==> src/rtl/inventory_id_defines.vh <==
// Command codes, byte counts, status bit positions for the inventory store.
// Assumes inclusion by the inventory store modules only.
`ifndef INVENTORY_ID_DEFINES_VH
`define INVENTORY_ID_DEFINES_VH

// ****************************************
// Command codes
// ****************************************
`define CMD_MODEL 8'h9a
`define CMD_REVISION 8'h9b
`define CMD_SERIAL 8'h9e
`define CMD_CHIP_ID 8'had
`define CMD_MAKER 8'h99

// ****************************************
// Block sizes
// ****************************************
`define STORE_BYTES 4'h3
`define CHIP_ID_BYTES 4'h6

// ****************************************
// Status bit positions
// ****************************************
`define STATUS_BYTE_CML_BIT 1
`define STATUS_CML_IVC_BIT 7

`endif

==> src/rtl/inventory_checksum.v <==
// Running checksum over the three-byte user stores.
// Assumes the stores are stable registers on the same clock.
`timescale 1ns/1ps
module inventory_checksum (
  // Clock and reset
  input wire clk_in,
  input wire reset_in,
  // Store contents
  input wire [95:0] store_data_in,
  // Result
  output reg [7:0] checksum_out
);
  integer i;
  reg [7:0] next_sum;

  always @* begin
    next_sum = 8'h00;
    for (i = 0; i < 12; i = i + 1) begin
      next_sum = next_sum + store_data_in[i*8 +: 8];
    end
  end

  always @(posedge clk_in) begin
    if (reset_in) begin
      checksum_out <= 8'h00;
    end else begin
      checksum_out <= next_sum;
    end
  end
endmodule // inventory_checksum

==> src/rtl/pmbus_inventory_id_store.v <==
// Inventory and identification command bank behind a PMBus command port.
// Assumes a transaction decoder upstream delivers command, byte strobes
// and end of transaction, all on clk_in; NVM values load at reset release.
//
// Summary of operation
// - Maker info is 24-bit read/write, NVM reset.
// - Model at 9Ah, three bytes, block access.
// - All 24 model bits read/write, NVM reset.
// - Revision at 9Bh, three-byte block read/write.
// - Serial at 9Eh, three-byte block read/write.
// - Serial contributes to the NVM checksum.
// - Chip identifier at ADh, six bytes, read only.
// - Identifier byte 0 in bits 7:0, upward.
// - Write to read-only command sets status CML.
// - Unknown command sets no status bit; only the read-only write sets CML bit 7.
// - Only a write to the read-only command raises the alert line.
`timescale 1ns/1ps
`include "inventory_id_defines.vh"
module pmbus_inventory_id_store #(
  // Arbitrary neutral identity value
  parameter [47:0] CHIP_ID = 48'h00_00_00_00_00_01
) (
  // Clock and reset
  input wire clk_in,
  input wire reset_in,
  // NVM restore values
  input wire [23:0] nvm_maker_in,
  input wire [23:0] nvm_model_in,
  input wire [23:0] nvm_revision_in,
  input wire [23:0] nvm_serial_in,
  // Command port from the transaction decoder
  input wire cmd_valid_in,
  input wire [7:0] cmd_code_in,
  input wire wr_byte_valid_in,
  input wire [7:0] wr_byte_in,
  input wire rd_byte_req_in,
  input wire xfer_end_in,
  // Fault clear from the status handler
  input wire clear_faults_in,
  // Answers
  output wire cmd_known_out,
  output reg [7:0] rd_byte_out,
  output reg rd_byte_valid_out,
  output reg [7:0] status_byte_out,
  output reg [7:0] status_cml_out,
  output reg alert_n_out,
  output wire [7:0] nvm_checksum_out,
  output wire [23:0] maker_out,
  output wire [23:0] model_out,
  output wire [23:0] revision_out,
  output wire [23:0] serial_out
);

  reg [23:0] maker_info_store;
  reg [23:0] model_info_store;
  reg [23:0] revision_info_store;
  reg [23:0] serial_number_store;
  reg [7:0] cur_cmd;
  reg [3:0] byte_idx;
  reg [23:0] shadow;
  reg loaded;
  reg write_bad;

  // ****************************************
  // Decode helpers
  // ****************************************
  function is_rw_store;
    input [7:0] code;
    begin
      is_rw_store = (code == `CMD_MODEL) || (code == `CMD_REVISION) ||
        (code == `CMD_SERIAL) || (code == `CMD_MAKER);
    end
  endfunction

  function [7:0] block_count;
    input [7:0] code;
    begin
      if (code == `CMD_CHIP_ID) begin
        block_count = {4'h0, `CHIP_ID_BYTES};
      end else if (is_rw_store(code)) begin
        block_count = {4'h0, `STORE_BYTES};
      end else begin
        block_count = 8'h00;
      end
    end
  endfunction

  function [47:0] read_image;
    input [7:0] code;
    input [23:0] mk, md, rv, sn;
    begin
      case (code)
        `CMD_MAKER: read_image = {24'h000000, mk};
        `CMD_MODEL: read_image = {24'h000000, md};
        `CMD_REVISION: read_image = {24'h000000, rv};
        `CMD_SERIAL: read_image = {24'h000000, sn};
        `CMD_CHIP_ID: read_image = CHIP_ID;
        default: read_image = 48'h000000000000;
      endcase
    end
  endfunction

  assign cmd_known_out = (cmd_code_in == `CMD_CHIP_ID) ||
    is_rw_store(cmd_code_in);
  assign maker_out = maker_info_store;
  assign model_out = model_info_store;
  assign revision_out = revision_info_store;
  assign serial_out = serial_number_store;

  wire [47:0] image = read_image(cur_cmd, maker_info_store,
    model_info_store, revision_info_store, serial_number_store);
  // Command strobe outranks a write byte in the same cycle
  wire wr_to_ro = wr_byte_valid_in && !cmd_valid_in &&
    (cur_cmd == `CMD_CHIP_ID);
  wire ivc_event = wr_to_ro && !write_bad;

  // ****************************************
  // Transaction tracking and stores
  // ****************************************
  always @(posedge clk_in) begin
    if (reset_in) begin
      cur_cmd <= 8'h00;
      byte_idx <= 4'h0;
      shadow <= 24'h000000;
      write_bad <= 1'b0;
      rd_byte_out <= 8'h00;
      rd_byte_valid_out <= 1'b0;
      loaded <= 1'b0;
      maker_info_store <= 24'h000000;
      model_info_store <= 24'h000000;
      revision_info_store <= 24'h000000;
      serial_number_store <= 24'h000000;
    end else begin
      rd_byte_valid_out <= 1'b0;
      // NVM restore right after reset release
      if (!loaded) begin
        loaded <= 1'b1;
        maker_info_store <= nvm_maker_in;
        model_info_store <= nvm_model_in;
        revision_info_store <= nvm_revision_in;
        serial_number_store <= nvm_serial_in;
      end
      if (cmd_valid_in) begin
        cur_cmd <= cmd_code_in;
        byte_idx <= 4'h0;
        write_bad <= 1'b0;
      end else if (wr_byte_valid_in) begin
        // Byte 0 is the count; data bytes follow LSB first
        // Index saturates so an overlong block never wraps into a commit
        if (byte_idx != 4'hf) begin
          byte_idx <= byte_idx + 4'h1;
        end
        if (wr_to_ro) begin
          write_bad <= 1'b1;
        end else if (byte_idx == 4'h0) begin
          write_bad <= (wr_byte_in != `STORE_BYTES) ||
            !is_rw_store(cur_cmd);
        end else if (byte_idx <= `STORE_BYTES) begin
          shadow[(byte_idx - 4'h1)*8 +: 8] <= wr_byte_in;
        end
      end else if (rd_byte_req_in) begin
        if (byte_idx != 4'hf) begin
          byte_idx <= byte_idx + 4'h1;
        end
        rd_byte_valid_out <= 1'b1;
        if (byte_idx == 4'h0) begin
          rd_byte_out <= block_count(cur_cmd);
        end else if (byte_idx <= `CHIP_ID_BYTES) begin
          rd_byte_out <= image[(byte_idx - 4'h1)*8 +: 8];
        end else begin
          rd_byte_out <= 8'hff;
        end
      end
      // Commit any store-command transfer ending at byte_idx 4 without write_bad, a count-plus-three-byte read included; other lengths are dropped
      if (xfer_end_in && !write_bad && byte_idx == 4'h4 &&
          is_rw_store(cur_cmd)) begin
        case (cur_cmd)
          `CMD_MAKER: maker_info_store <= shadow;
          `CMD_MODEL: model_info_store <= shadow;
          `CMD_REVISION: revision_info_store <= shadow;
          `CMD_SERIAL: serial_number_store <= shadow;
          default: shadow <= shadow;
        endcase
      end
    end
  end

  // ****************************************
  // Fault status and alert
  // ****************************************
  // Set wins over clear so a fault never slips through
  // Alert is a level; only a fault clear or reset releases it
  always @(posedge clk_in) begin
    if (reset_in) begin
      status_byte_out <= 8'h00;
      status_cml_out <= 8'h00;
      alert_n_out <= 1'b1;
    end else begin
      if (ivc_event) begin
        status_byte_out[`STATUS_BYTE_CML_BIT] <= 1'b1;
        status_cml_out[`STATUS_CML_IVC_BIT] <= 1'b1;
        alert_n_out <= 1'b0;
      end else if (clear_faults_in) begin
        status_byte_out <= 8'h00;
        status_cml_out <= 8'h00;
        alert_n_out <= 1'b1;
      end
    end
  end

  // ****************************************
  // Checksum over stored data
  // ****************************************
  inventory_checksum u_checksum (
    .clk_in(clk_in),
    .reset_in(reset_in),
    .store_data_in({serial_number_store, revision_info_store,
      model_info_store, maker_info_store}),
    .checksum_out(nvm_checksum_out)
  );

endmodule // pmbus_inventory_id_store

==> config.mk <==
export PLATFORM = sky130hd
export DESIGN_NAME = pmbus_inventory_id_store
export DESIGN_NICKNAME = d
export VERILOG_FILES = /design/src/rtl/inventory_checksum.v /design/src/rtl/pmbus_inventory_id_store.v
export VERILOG_INCLUDE_DIRS = /design/src /design/src/rtl
export SDC_FILE = /design/constraint.sdc
export NUM_CORES = 1
export LEC_CHECK = 0
export BUFFER_PORTS_ARGS = -buffer_cell sky130_fd_sc_hd__buf_2
export CORE_MARGIN = 10
export CORE_UTILIZATION = 50
export CTS_BUF_LIST = sky130_fd_sc_hd__clkbuf_2 sky130_fd_sc_hd__clkbuf_4 sky130_fd_sc_hd__clkbuf_8
export DETAILED_ROUTE_END_ITERATION = 16
export PLACE_DENSITY_LB_ADDON = 0.05
export SYNTH_ARGS = -nofsm -noshare
export SYNTH_HDL_FRONTEND = slang
export SYNTH_SLANG_ARGS = --single-unit
==> constraint.sdc <==
create_clock -name clk_in -period 4.2 [get_ports clk_in]
set_clock_uncertainty 0.05 [all_clocks]
set_input_delay 0.84 -clock clk_in [delete_from_list [all_inputs] [get_ports clk_in]]
set_output_delay 0.84 -clock clk_in [all_outputs]
set_load 0.01 [all_outputs]
# [Word-level counts from Yosys, hierarchy flattened]
# Index checks and enable logic that the tools add are counted.
[op_classes] n_shift=3 reduce_logical=26 n_eq_ne=14 bitwise=2 add_sub_neg=14 order_cmp=2 n_mux=38
[op_table] cell="two-way mux 24 bit" n=19
[op_table] cell="one-hot mux 24 bit (5 select lines)" n=1
[op_table] cell="adder 8 bit" n=11
[op_table] cell="== test 8 bit, second input constant" n=10
[op_table] cell="indexed part select 48 x 33 -> 8 bit" n=1
[op_table] cell="negator 32 -> 34 bit" n=1
[op_table] cell="variable shift 8 x 34 -> 24 bit, first input constant" n=1
[op_table] cell="indexed part select 8 x 34 -> 24 bit" n=1
[op_table] cell="bitwise mux 24 bit" n=1
[op_table] cell="two-way mux 8 bit" n=3
[op_table] cell="two-way mux 4 bit" n=3
[op_table] cell="logical OR 1 bit" n=8
[op_table] cell="two-way mux 1 bit" n=8
[op_table] cell="!= test 8 x 2 -> 1 bit, second input constant" n=1
[op_table] cell="logical AND 1 bit" n=6
[op_table] cell="nonzero test 2 bit" n=3
[op_table] cell="subtractor 4 x 1 -> 5 bit, second input constant" n=1
[op_table] cell="adder 4 x 1 -> 4 bit, second input constant" n=1
[op_table] cell="== test 4 x 3 -> 1 bit, second input constant" n=1
[op_table] cell="less-or-equal comparator 4 x 2 -> 1 bit, second input constant" n=1
[op_table] cell="less-or-equal comparator 4 x 3 -> 1 bit, second input constant" n=1
[op_table] cell="zero test 4 bit" n=1
[op_table] cell="two-way mux 2 bit" n=2
[op_table] cell="!= test 4 bit, second input constant" n=1
[op_table] cell="9 further kinds" n=12
[totals] elab_cells=114 reg_bits=154 input_bits=119 output_inout_bits=131

# [Longest topological paths before layout]
# Gate-level depths: netlist (run 1).
[logic_depth] ltp_word=11 mapped_depth=15 ltp_nobuf=15

# [By module]
# A second synthesis (run 1) with hierarchy kept.
[unflattened] hier_cells=1032 hier_area_um2=9773.1
[modules_own_cells] mod="pmbus_inventory_id_store" cells_per_inst=817 n_inst=1 area_per_inst_um2=7569.8
[modules_own_cells] mod="inventory_checksum" cells_per_inst=215 n_inst=1 area_per_inst_um2=2203.4

# [Least setup slack after synthesis (run 1)]
# Ideal clock, no wire load.
[synth_path] path_kind="register to register" startpoint="reg revision_info_store[3] (netlist: revision_out[3])" endpoint="reg u_checksum.checksum_out[7]" path_stages_with_launch=15 setup_time_ns=0.128 required_ns=4.022 path_slack_ns=-0.103 arrival_ns=4.125 path_cell_list="dfxtp_1 fa_1 inv_1 fa_1 inv_1 fa_1 fa_1 fa_1 ha_1 a211oi_1 nor2_1 o21ai_0 nand2b_1 xnor3_1 nor2_1"
[synth_via] elab_chain_len=6
[synth_rtl] item="start: declaration" line="pmbus_inventory_id_store.v:56" rtl="reg [23:0] revision_info_store;"
[synth_rtl] item="start signal: assignment" line="pmbus_inventory_id_store.v:140" rtl="revision_info_store <= nvm_revision_in;"
[synth_rtl] item="start signal: assignment" line="pmbus_inventory_id_store.v:180" rtl="`CMD_REVISION: revision_info_store <= shadow;"
[synth_rtl] item="adder 8 bit (6 in series)" line="inventory_checksum.v:19" rtl="next_sum = next_sum + store_data_in[i*8 +: 8];"
[synth_rtl] item="end signal: assignment" line="inventory_checksum.v:27" rtl="checksum_out <= next_sum;"
[synth_rtl] item="end: declaration" line="inventory_checksum.v:11" rtl="output reg [7:0] checksum_out"
# Every way passes these cells.
# A chain may end at the register's enable or synchronous reset.

# [Final worst setup path (run 1)]
[layout_path] startpoint="reg revision_info_store[2] (netlist: revision_out[2])" endpoint="reg u_checksum.checksum_out[6]"
# The elaborated chain is that of the path after synthesis.

==> impl_metrics.csv, run 1 <==
group,metric,value,unit
yosys,yosysWarnings,0,
finish,drive_above_1_share,0.3073,
worst_setup_path,crit_fanout,3,
global_route,first_global_vias,8956,
global_route,grt_max_degree,99,
power_and_ir_drop,switching_share,0.3476,
floorplanning,ioPinCount,250,
clocking,cts_tree,"built",
yosys,synth_edf_count,0,
global_route,antenna_found_initial,0,
clocking,clock-root-buffer,"clkbuf_8",
yosys,synth.avg_cell_area,9.643,um2
finish,stdcell_area,12060,um2
global_route,track_usage,0.2561,
power_and_ir_drop,p_sw,0.001797,W
drt,wl_per_cell,21.61,um
yosys,synth_area,9711,um2
finish,fill_cells,1663,
finish,diodes,0,
clocking,clock_sinks,153,
clocking,clk_pin_slew,0.09,ns
yosys,async_reset_ff_frac,0,
clocking,htreeDepth,4,
placed_design,dp_worst_setup_slack,-0.1283,ns
timing,maxSlewViolCount,0,
power_and_ir_drop,clkPwrFrac,0.237,
drt,drtIter0Drc,603,
finish,final_util,0.6383,
power_and_ir_drop,cellPowerDensity,428.5,nW/um2
drt,ant_nets,0,
placed_design,numPortBuffers,235,
timing,tightest_slew,1.293,ns
finish,nets,1486,
timing,fin_setup_tns,0,ns
timing,finalCritPeriodShare,0.9941,
timing,rsz0062_at_grt,"yes",
global_route,grt_pass1_wl,51030,um
power_and_ir_drop,comb_power_share,0.448,
power_and_ir_drop,leakagePower,5.768,nW
drt,wl,33610,um
yosys,synth.most_common_cell,"mux2i_1",
global_route,grt_overflow,0,
worst_setup_path,end_kind,"flip-flop",
placed_design,dpl-instance-area,11570,um2
worst_setup_path,critPathRequiredTime,4.47,ns
status,status,"completed",
worst_setup_path,crit_arrival,4.44,ns
clocking,numCtsBuffers,17,
yosys,synth_top_area_cell,"dfxtp_1",
yosys,synth-seq-cells,153,
yosys,synth_top_area_frac,0.3154,
timing,slew_headroom,0.1382,
timing,fmax,0.2395,GHz
floorplanning,rows,50,
yosys,syn_inst,1007,
drt,first_pass_iters,5,
drt,vias,8617,
yosys,synth_ff_type,"dfxtp_1",
power_and_ir_drop,p_int,0.003371,W
yosys,yosysSeqAreaShare,0.3154,
floorplanning,core_area,18890,um2
clocking,clockBufferDepth,2,
timing,layout_min_cycle_time,4.175,ns
flow_run,drv_cap,0,
drt,via_per_inst,5.541,
worst_setup_path,critPathLaunchType,"flip-flop",
timing,worst_slack,0.02497,ns
worst_hold_path,worst_hold_path_type,"reg -> reg",
floorplanning,die_height,159.4,um
floorplanning,dieArea,25400,um2
floorplanning,die-width,159.4,um
placed_design,place_congestion,0.9294,
timing,whs,0.4381,ns
worst_setup_path,worstSetupPathType,"reg -> reg",
timing,finalSetupViolations,0,
placed_design,dp_hpwl,27140,um
clocking,clock_latency,0.46,ns
floorplanning,start_util,0.5140,
power_and_ir_drop,ir_worst_vdd,350.7,uV
finish,areaGrowthSynthToFinish,24.20,%
power_and_ir_drop,power_frac_seq,0.315,
yosys,yosys-top-cells-area,"dfxtp_1 (32%), mux2i_1 (17%), fa_1 (13%)",
yosys,synth_common_cells,"mux2i_1 (163), dfxtp_1 (153), nor2_1 (150), a211oi_1 (100), fa_1 (63)",
yosys,ys_types,62,
timing,finalHoldViolations,0,
drt,post-route-drc-count,0,
## flip-flops by register name, indices dropped and copies added, names as in the netlist, 4 cells and up
register                 count
maker_out                   24
model_out                   24
revision_out                24
serial_out                  24
shadow                      24
cur_cmd                      8
rd_byte_out                  8
u_checksum.checksum_out      8
byte_idx                     4
## final cells by class
| cell class | count | area (um2) | share of cell area |
|---|---|---|---|
| multi-input combinational | 736 | 6175 | 0.5120 |
| timing repair buffer | 326 | 1874 | 0.1554 |
| inverter | 49 | 183.9 | 0.01525 |
| clock buffer | 19 | 261.5 | 0.02168 |
| sequential | 153 | 3075 | 0.2550 |
| clock inverter | 12 | 165.2 | 0.01369 |
| tap | 260 | 325.3 | 0.02697 |
## power groups by stage
stage          clock [W]  sequential, W  combinational, W
5_1_grt          0.00130        0.00164           0.00253
4_1_cts          0.00124        0.00163           0.00227
6_report         0.00122        0.00163           0.00232
3_5_place_dp           0        0.00166           0.00213
3_3_place_gp           0        0.00166           0.00209
2_1_floorplan          0        0.00170           0.00132
## cells in the final DEF, fill, tap and decap left out, types with 4 or more instances in the layout
| cell type | netlist | final |
|---|---|---|
| clkbuf_8 | 0 | 19 |
| xor2_1 | 5 | 5 |
| a211oi_1 | 100 | 99 |
| a21oi_1 | 25 | 24 |
| nor2_1 | 150 | 150 |
| nor2b_1 | 13 | 13 |
| conb_1 | 1 | 14 |
| mux2i_1 | 163 | 163 |
| a31oi_1 | 6 | 6 |
| dfxtp_2 | 0 | 7 |
| fa_2 | 0 | 4 |
| o21ai_0 | 18 | 17 |
| or2_2 | 4 | 4 |
| dfxtp_1 | 153 | 145 |
| buf_4 | 15 | 91 |
| inv_1 | 48 | 48 |
| xnor2_1 | 20 | 19 |
| o22ai_1 | 6 | 6 |
| nor3_1 | 10 | 10 |
| nand2_1 | 27 | 27 |
| nand2b_1 | 4 | 4 |
| ha_1 | 21 | 19 |
| nand4_1 | 4 | 4 |
| mux2_2 | 11 | 11 |
| nor4bb_1 | 6 | 6 |
| a21o_1 | 6 | 6 |
| or3_1 | 4 | 4 |
| fa_1 | 63 | 59 |
| nand3_1 | 7 | 7 |
| buf_2 | 8 | 234 |
| o221ai_1 | 7 | 7 |
| nor4b_1 | 4 | 4 |
## through the flow
stage | std cells | power (W)
global route | 1555 | 0.005466
floorplan | 1020 | 0.003030
global placement | 1521 | 0.003755
CTS | 1555 | 0.005133
detailed placement | 1521 | 0.003791
finish | 1555 | 0.005168
## path summary, 6_finish.rpt
| kind | startpoint | endpoint | slack [ns] | cells after the start |
|---|---|---|---|---|
| setup reg to reg | revision_out[2] | u_checksum.checksum_out[6] | 0.02 | 15 |
| hold reg to reg | status_byte_out[1] | status_byte_out[1] | 0.44 | 2 |
| setup / recovery | revision_out[2] | u_checksum.checksum_out[6] | 0.02 | 15 |
| hold / removal | status_byte_out[1] | status_byte_out[1] | 0.44 | 2 |
## critical path: stages, from the launching register on
cell	delay (ns)
dfxtp_1	0.33
fa_1	0.53
inv_1	0.06
fa_1	0.49
inv_1	0.05
fa_1	0.48
fa_1	0.49
fa_2	0.56
ha_4	0.15
inv_1	0.06
fa_2	0.34
inv_1	0.07
a21o_1	0.13
a21oi_2	0.06
xor2_1	0.13
nor2_1	0.05
## repair_timing
item                                    in CTS  in global routing
pin swaps                                   13                  7
endpoints found under the setup margin       2                 11
resized for setup                            7                  5
endpoints found under the hold margin        0                  0
hold buffers                                 0                  0
setup buffers                                3                  0
## metal layers
layer | GRT usage | vias up | part of all wire
met5 | 0 | - | 0
met4 | 0.1125 | 0 | 0.040
met3 | 0.05861 | 59 | 0.064
met2 | 0.4425 | 350 | 0.49
met1 | 0.2966 | 4118 | 0.40
li1 | - | 4090 | -
## logic make-up after synthesis
logic type,synth area share
DFF,0.3154
muxes,0.1808
other,0.0003862
adders and majority gates,0.1569
and+or+nand+nor,0.1243
xor gates and xnor gates,0.02654
buffers and inverters,0.05901
AOI/OAI and AO/OA,0.1366
(Power assumes the default switching activity.)
==> inputs of run 2 (changes only) <==
--- a/config.mk
+++ b/config.mk
@@ -11,7 +11,9 @@
 export CORE_UTILIZATION = 50
 export CTS_BUF_LIST = sky130_fd_sc_hd__clkbuf_2 sky130_fd_sc_hd__clkbuf_4 sky130_fd_sc_hd__clkbuf_8
 export DETAILED_ROUTE_END_ITERATION = 16
+export HOLD_SLACK_MARGIN = 0.05
 export PLACE_DENSITY_LB_ADDON = 0.05
 export SYNTH_ARGS = -nofsm -noshare
 export SYNTH_HDL_FRONTEND = slang
+export SYNTH_HIERARCHICAL = 1
 export SYNTH_SLANG_ARGS = --single-unit
==> run 2 against run 1 <==
  * The run now ends with setup timing left
  * Global-route usage grew 0.44 points
  * Sequential power about the same
  * Core utilization is 1.5 points lower
  * Worst hold slack lost 0.018 ns
  * Cell count rose by 1.4%
  * Wire length is 1.7% higher
  * Clock power decreased by 8%
  * Critical endpoint is now u_checksum/checksum_out[7]
  * Largest cell class unchanged
  * Largest power group unchanged
==> impl_metrics.csv, run 2 <==
group,metric,value,unit
finish,mostFrequentLayoutCell,"buf_2",
placed_design,place_congestion,0.9626,
floorplanning,dieArea,25540,um2
timing,finalCritPeriodShare,1.023,
clocking,cts_tree,"built",
status,status,"finished with violations",
finish,areaGrowthSynthToFinish,23.34,%
timing,maxSlewViolCount,0,
finish,drive_above_1_share,0.3074,
yosys,async_reset_ff_frac,0,
timing,whs,0.4203,ns
clocking,clk_pin_slew,0.10,ns
flow_run,drv_cap,0,
global_route,grt_overflow,0,
clocking,clockBufferDepth,2,
power_and_ir_drop,ir_worst_vdd,313.7,uV
finish,diodes,0,
clocking,htreeDepth,4,
worst_setup_path,critPathLaunchType,"flip-flop",
floorplanning,ioPinCount,250,
global_route,track_usage,0.2605,
drt,post-route-drc-count,0,
placed_design,dpl-instance-area,11640,um2
yosys,ys_types,61,
yosys,synth_top_area_cell,"dfxtp_1",
timing,tightest_slew,1.007,ns
finish,nets,1501,
worst_setup_path,end_kind,"flip-flop",
drt,drtIter0Drc,812,
timing,fin_setup_tns,-0.1174,ns
floorplanning,die-width,159.8,um
yosys,yosys-top-cells-area,"dfxtp_1 (31%), mux2i_1 (18%), fa_1 (13%)",
floorplanning,rows,51,
drt,ant_nets,0,
placed_design,dp_worst_setup_slack,-0.2456,ns
yosys,synth_common_cells,"mux2i_1 (174), dfxtp_1 (153), nor2_1 (127), inv_1 (102), a211oi_1 (101)",
finish,mostFrequentLayoutCells,"buf_2 (234), mux2i_1 (174), dfxtp_1 (131)",
timing,finalHoldViolations,0,
yosys,synth.avg_cell_area,9.470,um2
worst_setup_path,worstSetupPathType,"reg -> reg",
yosys,synth_edf_count,0,
yosys,synth_top_area_frac,0.3134,
finish,fill_cells,1733,
finish,final_util,0.6234,
clocking,clock_latency,0.47,ns
drt,wl,34190,um
worst_hold_path,worst_hold_path_type,"reg -> reg",
global_route,grt_pass1_wl,52040,um
timing,slew_headroom,0.3288,
finish,stdcell_area,12050,um2
timing,finalSetupViolations,2,
yosys,synth_ff_type,"dfxtp_1",
placed_design,numPortBuffers,235,
clocking,clock-root-buffer,"clkbuf_8",
drt,first_pass_iters,5,
worst_setup_path,crit_arrival,4.58,ns
yosys,yosysSeqAreaShare,0.3134,
yosys,synth.most_common_cell,"mux2i_1",
global_route,first_global_vias,8464,
clocking,clock_sinks,153,
yosys,yosysWarnings,6,
global_route,antenna_found_initial,0,
yosys,synth-seq-cells,153,
timing,rsz0062_at_grt,"yes",
timing,fmax,0.2327,GHz
placed_design,dp_hpwl,27230,um
drt,vias,8629,
timing,worst_slack,-0.09826,ns
worst_setup_path,crit_fanout,2,
power_and_ir_drop,leakagePower,5.925,nW
timing,layout_min_cycle_time,4.298,ns
power_and_ir_drop,cellPowerDensity,425.2,nW/um2
yosys,synth_area,9773,um2
drt,via_per_inst,5.475,
clocking,numCtsBuffers,17,
worst_setup_path,critPathRequiredTime,4.48,ns
floorplanning,core_area,19330,um2
drt,wl_per_cell,21.69,um
status,violations,"setup timing",
floorplanning,die_height,159.8,um
floorplanning,start_util,0.5055,
worst_setup_path,rrSetupSlack,-0.1,ns
global_route,grt_max_degree,70,
yosys,syn_inst,1032,
[run 2: changes by cell type after synthesis, moves of 8 or more]
cell     previous run  this run
inv_1              48       102
nor2_1            150       127
mux2i_1           163       174
mux2_2             11         2
nand3_1             7        16
nor2b_1            13         5
[run 2: cells by family after synthesis]
family,Yosys count,synth area share
DFF,153,0.3134
and+or+nand+nor,224,0.1145
AOI/OAI and AO/OA,179,0.1299
xor gates and xnor gates,29,0.02676
muxes,176,0.1805
other,1,0.0003837
buffers and inverters,186,0.07861
adders and majority gates,84,0.1559
[run 2: area by class of cell]
type | instances | area [um2] | area share
Timing Repair Buffer | 316 | 1787 | 0.1482
Multi-Input combinational cell | 706 | 6061 | 0.5028
Inverter | 104 | 390.4 | 0.03239
Clock buffer | 17 | 234.0 | 0.01941
Clock inverter | 15 | 152.6 | 0.01266
Tap cell | 265 | 331.6 | 0.02751
Sequential cell | 153 | 3098 | 0.2570
[run 2: power breakdown]
part	switching, W	internal, W	total (W)
sequential	0.0000889	0.00156	0.00165
combinational	0.00118	0.00118	0.00236
clock	0.000677	0.000445	0.00112
[run 2: worst max-delay path, stage by stage (launching register included)]
cell	delay (ns)
dfxtp_2	0.33
inv_1	0.05
fa_1	0.53
fa_1	0.55
inv_1	0.05
fa_1	0.49
fa_1	0.53
inv_1	0.06
fa_1	0.53
inv_1	0.04
ha_1	0.30
o21ai_2	0.08
o21bai_1	0.09
a21oi_1	0.15
xnor2_1	0.15
xnor2_1	0.13
nor2_1	0.05
[run 2: per-layer routing]
metal	GRT usage	vias to the layer above	part of all wire
met3	0.07506	29	0.10
met4	0.05676	0	0.016
met5	0	-	0
met2	0.3696	403	0.42
met1	0.3812	4088	0.46
li1	-	4109	-
[run 2: per-stage QoR]
stage / total power [W] / std cells
after global placement: 0.003939 / 1543
after floorplan: 0.003193 / 1045
final: 0.005125 / 1576
after detailed placement: 0.003984 / 1543
after CTS: 0.005142 / 1576
after global routing: 0.005511 / 1576
[run 2: path summary, 6_finish.rpt]
check | from | to | depth (start not counted)
setup / recovery | maker_out[5] | u_checksum/checksum_out[7] | 16
hold / removal | rd_byte_out[6] | rd_byte_out[6] | 2
setup reg to reg | maker_out[5] | u_checksum/checksum_out[7] | 16
hold reg to reg | rd_byte_out[6] | rd_byte_out[6] | 2
[run 2: what timing repair did]
item                                    in CTS  in global routing
resized for setup                            3                  5
pin swaps                                   16                 13
endpoints found under the setup margin       2                  3
buffers inserted                             1                  0
endpoints found under the hold margin        0                  0
hold buffers                                 0                  0
